==> src/dpram_host_pkg.sv <==
// constants and types for the dual-port ram port controller
package dpram_host_pkg;
  localparam int unsigned CLK_PERIOD_NS        = 10;
  localparam int unsigned ADDR_W               = 11;
  localparam int unsigned DATA_W               = 8;
  localparam logic [10:0] MBOX_LEFT_ADDR       = 11'h7FF;
  localparam logic [10:0] MBOX_RIGHT_ADDR      = 11'h7FE;
  // timing figures in ns
  localparam int unsigned ACCESS_TIME_NS       = 55;
  localparam int unsigned WRITE_PULSE_NS       = 30;
  localparam int unsigned DATA_SETUP_NS        = 20;
  localparam int unsigned PRIORITY_SETUP_TIME_NS = 5;
  localparam int unsigned WRITE_HOLD_AFTER_RELEASE_NS = 30;
  localparam int unsigned RELEASE_TO_DATA_TIME_NS = 45;
  // cycle counts, least times rounded up
  localparam int unsigned ACCESS_CYC  = (ACCESS_TIME_NS + CLK_PERIOD_NS - 1) / CLK_PERIOD_NS;
  localparam int unsigned WPULSE_CYC  = (WRITE_PULSE_NS + CLK_PERIOD_NS - 1) / CLK_PERIOD_NS;
  localparam int unsigned SETUP_CYC   = (PRIORITY_SETUP_TIME_NS + CLK_PERIOD_NS - 1) / CLK_PERIOD_NS;
  localparam int unsigned WHOLD_CYC   = (WRITE_HOLD_AFTER_RELEASE_NS + CLK_PERIOD_NS - 1) / CLK_PERIOD_NS;
  localparam int unsigned BDD_CYC     = (RELEASE_TO_DATA_TIME_NS + CLK_PERIOD_NS - 1) / CLK_PERIOD_NS;
  localparam int unsigned DSETUP_CYC  = (DATA_SETUP_NS + CLK_PERIOD_NS - 1) / CLK_PERIOD_NS;
  localparam logic [7:0]  CNT_ZERO    = 8'h00;
  typedef enum logic [2:0] {
    ST_IDLE   = 3'b000,
    ST_SETUP  = 3'b001,
    ST_ACTIVE = 3'b011,
    ST_HOLD   = 3'b010,
    ST_DONE   = 3'b110
  } state_t;
endpackage

==> src/dpram_port_host.sv <==
// controller that drives one port of the dual-port static ram
`timescale 1ns/1ps
// What this block does
// - followers widen word using arbiter busy
// - data stable around write-ending rising edge
// - earlier valid port by setup time wins
// - hold strobe low after busy releases
// - strobe stays high during reads
module dpram_port_host
  import dpram_host_pkg::*;
#(
  parameter logic [10:0] OWN_MBOX_ADDR = MBOX_LEFT_ADDR,
  parameter logic [10:0] PEER_MBOX_ADDR = MBOX_RIGHT_ADDR
) (
  input  wire logic              clock,
  input  wire logic              rst,
  input  wire logic              req_valid,
  input  wire logic              req_write,
  input  wire logic [10:0]       req_addr,
  input  wire logic [7:0]        req_wdata,
  output logic                   req_ready,
  output logic                   rsp_valid,
  output logic [7:0]             rsp_rdata,
  output logic                   mbox_pending,
  output logic [10:0]            ram_addr,
  output logic                   ram_ce_n,
  output logic                   ram_rw_n,
  output logic                   ram_oe_n,
  output logic [7:0]             ram_data_o,
  output logic                   ram_data_oe,
  input  wire logic [7:0]        ram_data_i,
  input  wire logic              ram_busy_n,
  input  wire logic              ram_int_n
);

  ////////////////////////////////////////////////////////////////////////////
  // pin synchronisers
  logic [7:0] data_s1_q;
  logic [7:0] data_s2_q;
  logic       busy_s1_q;
  logic       busy_s2_q;
  logic       int_s1_q;
  logic       int_s2_q;

  always_ff @(posedge clock) begin
    data_s1_q <= ram_data_i;
    data_s2_q <= data_s1_q;
    busy_s1_q <= ram_busy_n;
    busy_s2_q <= busy_s1_q;
    int_s1_q  <= ram_int_n;
    int_s2_q  <= int_s1_q;
  end

  wire busy = ~busy_s2_q;
  assign mbox_pending = ~int_s2_q;

  ////////////////////////////////////////////////////////////////////////////
  // request capture and sequencing
  state_t      state_q;
  state_t      state_d;
  logic [7:0]  cnt_q;
  logic [7:0]  cnt_d;
  logic        wr_q;
  logic [10:0] addr_q;
  logic [7:0]  wdata_q;
  logic [7:0]  rdata_q;
  logic        rsp_q;
  logic        was_busy_q;

  // cycle figure cut to the counter width
  function automatic logic [7:0] cyc8(input int unsigned n);
    cyc8 = n[7:0];
  endfunction

  assign req_ready = (state_q == ST_IDLE);
  wire take     = req_valid & req_ready;
  wire cnt_zero = (cnt_q == CNT_ZERO);

  // read wait: access time, or release-to-data after busy
  wire [7:0] read_wait  = was_busy_q ? cyc8(BDD_CYC) : cyc8(ACCESS_CYC);
  // write wait: pulse width, or hold after busy release
  wire [7:0] write_wait = was_busy_q ? cyc8(WHOLD_CYC) : cyc8(WPULSE_CYC);

  always_comb begin
    state_d = state_q;
    cnt_d   = cnt_q;
    case (state_q)
      ST_IDLE: begin
        if (take) begin
          state_d = ST_SETUP;
          cnt_d   = cyc8(SETUP_CYC);
        end
      end
      ST_SETUP: begin
        if (cnt_zero) begin
          state_d = ST_ACTIVE;
          cnt_d   = wr_q ? cyc8(WPULSE_CYC) : cyc8(ACCESS_CYC);
        end else begin
          cnt_d = cnt_q - 8'h01;
        end
      end
      ST_ACTIVE: begin
        if (busy) begin
          // contested: hold the access until granted
          cnt_d = wr_q ? write_wait : read_wait;
          if (!was_busy_q) begin
            cnt_d = wr_q ? cyc8(WHOLD_CYC) : cyc8(BDD_CYC);
          end
        end else if (cnt_zero) begin
          state_d = ST_HOLD;
          cnt_d   = CNT_ZERO;
        end else begin
          cnt_d = cnt_q - 8'h01;
        end
      end
      ST_HOLD: begin
        state_d = ST_DONE;
      end
      ST_DONE: begin
        state_d = ST_IDLE;
      end
      default: begin
        state_d = ST_IDLE;
      end
    endcase
  end

  ////////////////////////////////////////////////////////////////////////////
  // sequencer registers
  always_ff @(posedge clock) begin
    if (rst) begin
      state_q <= ST_IDLE;
      cnt_q   <= CNT_ZERO;
    end else begin
      state_q <= state_d;
      cnt_q   <= cnt_d;
    end
  end

  always_ff @(posedge clock) begin
    if (rst) begin
      wr_q       <= 1'b0;
      addr_q     <= 11'h000;
      wdata_q    <= 8'h00;
      was_busy_q <= 1'b0;
    end else begin
      if (take) begin
        wr_q       <= req_write;
        addr_q     <= req_addr;
        wdata_q    <= req_wdata;
        was_busy_q <= 1'b0;
      end else if (state_q == ST_ACTIVE && busy) begin
        was_busy_q <= 1'b1;
      end
    end
  end

  ////////////////////////////////////////////////////////////////////////////
  // pin drive
  wire in_cycle    = (state_q == ST_SETUP) | (state_q == ST_ACTIVE) | (state_q == ST_HOLD);
  wire drive_next  = (state_d == ST_ACTIVE) | (state_d == ST_HOLD);
  // strobe falls after select, rises one cycle before data is released
  wire strobe_next = wr_q & (state_d == ST_ACTIVE) & (state_q != ST_IDLE);
  wire read_next   = ~wr_q & drive_next & (state_q != ST_IDLE);

  always_ff @(posedge clock) begin
    if (rst) begin
      ram_addr    <= 11'h000;
      ram_ce_n    <= 1'b1;
      ram_rw_n    <= 1'b1;
      ram_oe_n    <= 1'b1;
      ram_data_o  <= 8'h00;
      ram_data_oe <= 1'b0;
    end else begin
      ram_addr    <= take ? req_addr : addr_q;
      ram_ce_n    <= ~(in_cycle | take);
      ram_rw_n    <= ~strobe_next;
      ram_oe_n    <= ~(read_next);
      ram_data_o  <= wdata_q;
      ram_data_oe <= wr_q & drive_next;
    end
  end

  ////////////////////////////////////////////////////////////////////////////
  // read capture and answer
  wire capture = (state_q == ST_HOLD) & ~wr_q;

  always_ff @(posedge clock) begin
    if (rst) begin
      rsp_q <= 1'b0;
    end else begin
      rsp_q <= (state_q == ST_DONE);
    end
  end

  always_ff @(posedge clock) begin
    if (rst) begin
      rdata_q <= 8'h00;
    end else if (capture) begin
      rdata_q <= data_s2_q;
    end
  end

  assign rsp_valid = rsp_q;
  assign rsp_rdata = rdata_q;

endmodule

==> config.mk <==
export PLATFORM = sky130hd
export DESIGN_NAME = dpram_port_host
export DESIGN_NICKNAME = d
export VERILOG_FILES = /design/src/dpram_host_pkg.sv /design/src/dpram_port_host.sv
export SDC_FILE = /design/constraint.sdc
export NUM_CORES = 1
export LEC_CHECK = 0
export BUFFER_PORTS_ARGS = -buffer_cell sky130_fd_sc_hd__buf_2
export CORE_MARGIN = 1
export CORE_UTILIZATION = 50
export DETAILED_ROUTE_END_ITERATION = 6
export MAX_ROUTING_LAYER = met4
export PLACE_DENSITY_LB_ADDON = 0.05
export SLEW_MARGIN = 30
export SYNTH_ARGS = -nofsm -noshare
export SYNTH_HDL_FRONTEND = slang
export SYNTH_SLANG_ARGS = --single-unit
==> constraint.sdc <==
create_clock -name clock -period 5.5 [get_ports clock]
set_clock_uncertainty 0.2 [all_clocks]
set_input_delay 0.275 -clock clock [delete_from_list [all_inputs] [get_ports clock]]
set_output_delay 0.275 -clock clock [all_outputs]
set_load 0.005 [all_outputs]
# Word level (Yosys, flattened, before mapping)
# Index checks and enable logic that the tools add are counted.
# totals
regBits	72
input_bits	33
word_cells	59
# classes
addsub	1
eq_ne	7
mux	12
n_bitwise	16
n_reduce_logical	5
# op_table
operator	n
two-way mux 8 bit	4
case mux 8 bit (3 select lines)	1
two-way mux 3 bit	6
equality test 3 x 2 -> 1 bit, second input constant	4
case mux 3 bit (4 select lines)	1
logical NOT 8 bit	1
subtractor 8 x 1 -> 8 bit, second input constant	1
AND 1 bit	7
nonzero test 3 bit	2
inverter 1 bit	5
OR 1 bit	4
equality test 3 x 1 -> 1 bit, second input constant	1
equality test 3 bit, second input constant	1
logical NOT 3 bit	1
!= test 2 x 1 -> 1 bit, second input constant	1
AND reduction 2 bit	1

# Longest topological paths before layout
# depth
depth_word	9
ltp_mapped	6
ltp_nobuf	6

# Least setup slack after synthesis
# No wires, ideal clock.
# synth_path
path_kind	reg2reg
start	reg cnt_q[3]
end	reg cnt_q[1]
arrival_time_ns	1.762
required_time_ns	5.212
setup_slack_ns	3.450
stages_incl_launch_ff	5
path_buffers	0
path_cell_list	dfxtp_1 -> or4_4 -> or3_4 -> a211o_1 -> a311oi_2
# synth_via
elab_chain_cells	4
# synth_rtl
element	line	text
start: declaration	dpram_port_host.sv:61	logic [7:0] cnt_q;
start signal: assignment	dpram_port_host.sv:136	cnt_q <= cnt_d;
logical NOT 8 bit (*)	dpram_port_host.sv:77	wire cnt_zero = (cnt_q == CNT_ZERO);
two-way mux 8 bit	dpram_port_host.sv:109	end else if (cnt_zero) begin
two-way mux 8 bit	dpram_port_host.sv:103	if (busy) begin
case mux 8 bit (3 select lines) (*)	dpram_port_host.sv:87	case (state_q)
# Every way passes the cells marked *; elsewhere a longest branch is shown, timed or not.
# A chain may end at the register's enable or synchronous reset.

# Worst setup path after layout
# layout_path
start	reg cnt_q[3]
end	reg ram_rw_n
# layout_via
elab_chain_cells	8
# layout_rtl
element	line	text
logical NOT 8 bit (*)	dpram_port_host.sv:77	
two-way mux 3 bit	dpram_port_host.sv:109	
two-way mux 3 bit	dpram_port_host.sv:103	
case mux 3 bit (4 select lines) (*)	dpram_port_host.sv:87	
equality test 3 x 2 -> 1 bit (*)	dpram_port_host.sv:163	wire strobe_next = wr_q & (state_d == ST_ACTIVE) & (state_q != ST_IDLE);
AND 1 bit (*) (2 in a row)	dpram_port_host.sv:163	
inverter 1 bit (*)	dpram_port_host.sv:177	ram_rw_n <= ~strobe_next;
end signal: assignment	dpram_port_host.sv:177	
end: declaration	dpram_port_host.sv:27	output logic ram_rw_n,
# Marks and branches as above.

==> results.cfg <==
[finish]
antenna-diode-count = 0
fin_nets = 392
syn2layout_area_growth_pct = 37.4
final_core_util = 0.712
drive_gt1_frac = 0.246
postLayoutCellArea_sq_um = 3340

[place]
place_area_sq_um = 2790
globalplace.congestion = 0.853
io_buffers = 66
dp_hpwl_microns = 2990

[synthesis]
synth-warning-count = 0
ys_seq_area_frac = 0.593
synth_area_sq_um = 2430
synth_nets = 298
synth_cell_types = 32
postSynthAreaPerCell_sq_um = 9.24
synth-edff-count = 0
synth-main-ff-cell = dfxtp_1
async_reset_ff_frac = 0
synth_most_common_cell = dfxtp_1
yosys.area.top_type_share = 0.593
yosys.area.top_type = dfxtp_1
synth_area_leaders = dfxtp_1 (59%), nand2_1 (9.4%), a21oi_1 (6.6%)
synthTopCellsByCount = dfxtp_1 (72), nand2_1 (61), a21oi_1 (32)
ys_ff_latch = 72
synthCells = 263

[die]
start_util = 0.518
core_sq_um = 4690
rows = 25
dieArea_sq_um = 5150
die_w_microns = 71.7
die_height_microns = 71.7
io_pins = 67

[worst_setup_path]
regToRegSetupSlack_ns = 3.27
crit_fanout = 5
crit_required_ns = 5.52
path_class = reg -> reg
reg2reg_depth = 4
regToRegStartpoint = cnt_q[3]
crit_path_end_kind = register
start_kind = register
crit_arrival_ns = 2.26
r2r_end = ram_rw_n

[timing]
setup_viol = 0
timing.hold.ws_ns = 0.122
rsz0062_at_grt = false
hold_viol_final = 0
tightest_slew_ns = 0.923
slew-limit-headroom = 0.385
fin_crit_sh = 0.406
max_freq_mhz = 447
fin_crit_ns = 2.23
finalSetupTns_ns = 0
slew_violations = 0

[global_route]
grt_util_all_layers = 0.226
grt_pass1_vias = 2002
overflow = 0
antenna_found_initial = 0
grt_max_degree = 51
grt_pass1_wl_microns = 8660

[clocking]
cts_made_buffers = 9
clk_path_buf_depth = 2
cts_tree = done
post_cts_buffers = 0
cts.sinks = 72
clockRootBuffer = clkbuf_8
ctsResizeCount = 0
clk_latency_ns = 0.33
clk_pin_slew_worst_paths_ns = 0.08
cts.htree.levels = 3

[flow_run]
maxCapViolCount = 0

[pwr]
power.density_nw_per_um2 = 465
p_leak_nw = 1.43
vdd_drop_max_mv = 0.299
total_power_mw = 1.55

[route]
ant_nets = 0
route.detailed.drc = 0
first_iter_violations = 197
vias = 2067
dr.pass1.iters = 4
vias_per_cell = 4.97
drt-total-wl_microns = 5180
post_drt_wl_per_cell_microns = 12.4

[worst_hold_path]
hp-class = in -> reg
hold_depth = 3
hold_start = req_valid
worstHoldEndpoint = ram_ce_n

[status]
status = complete, no violations
==> cells in the final DEF, fill, tap and decap left out, drive strengths merged, types with 6 or more instances in the layout <==
master | Yosys | routed
inv | 7 | 9
nand2 | 61 | 61
clkbuf | 13 | 9
a21oi | 32 | 32
nor2b | 10 | 10
dfxtp | 72 | 72
nand2b | 6 | 6
nor2 | 8 | 8
dlygate4sd3 | 0 | 30
buf | 1 | 67
nor3 | 16 | 16
==> final cells by class <==
cell class	instances	area [sq um]
fillers	365	1350
multi-input cells	170	916
inverters	7	26.3
well taps	54	67.6
clock buffers	9	124
flip-flops and latches	72	1440
clock inverters	7	126
repair buffers	97	638
==> worst max-delay path, stage by stage (launching register included) <==
cell and delay [ns]:
dfxtp_1 0.35, or4_4 0.57, nor3_1 0.44, o21ai_0 0.24, a211o_1 0.31
==> layer usage <==
metal | GRT usage | wire [microns]
met5 | - | 0
met4 | 0.102 | 65
met3 | 0.0759 | 214
met2 | 0.347 | 2550
met1 | 0.269 | 2340
==> sequential cells by signal, summed over array words and instances, names as in the netlist, 3 cells and up <==
signal      cells
cnt_q           8
data_s1_q       8
data_s2_q       8
ram_addr       11
ram_data_o      8
rsp_rdata       8
state_q         3
wdata_q         8
==> repair_timing <==
action / CTS / global route
hold buffers: 30 / 0
setup endpoints to repair: 0 / 0
hold endpoints to repair: 30 / 0
==> cell families after synthesis <==
family | after synthesis | share of synthesized area
adder cells (fa/ha/maj) | 2 | 0.0103
flip-flops | 72 | 0.593
multiplexers | 2 | 0.00875
XOR/XNOR | 5 | 0.0180
buffers and inverters | 21 | 0.0324
AO/OA/AOI/OAI | 52 | 0.130
AND/OR/NAND/NOR | 109 | 0.207
==> how the worst max path moves through the flow <==
stage	end	cells past startpoint	slack, ns	start
after floorplan	cnt_q[1]	4	3.45	cnt_q[3]
after global placement	ram_rw_n	4	3.39	cnt_q[3]
after detailed placement	ram_rw_n	4	3.34	cnt_q[3]
after CTS	ram_rw_n	4	3.30	cnt_q[3]
after global routing	ram_rw_n	4	3.18	cnt_q[4]
final	ram_rw_n	4	3.27	cnt_q[3]
==> where the power goes <==
group	switching, mW	internal, mW
registers	0.0605	0.591
logic	0.205	0.178
clock network	0.210	0.307
total	0.476	1.08
==> metrics by stage <==
step | instances | setup slack, ns
floorplan | 263 | 3.45
global route | 416 | 3.18
global placement | 370 | 3.39
detailed placement | 370 | 3.34
finish | 416 | 3.27
CTS | 416 | 3.30
(Power assumes the default switching activity.)
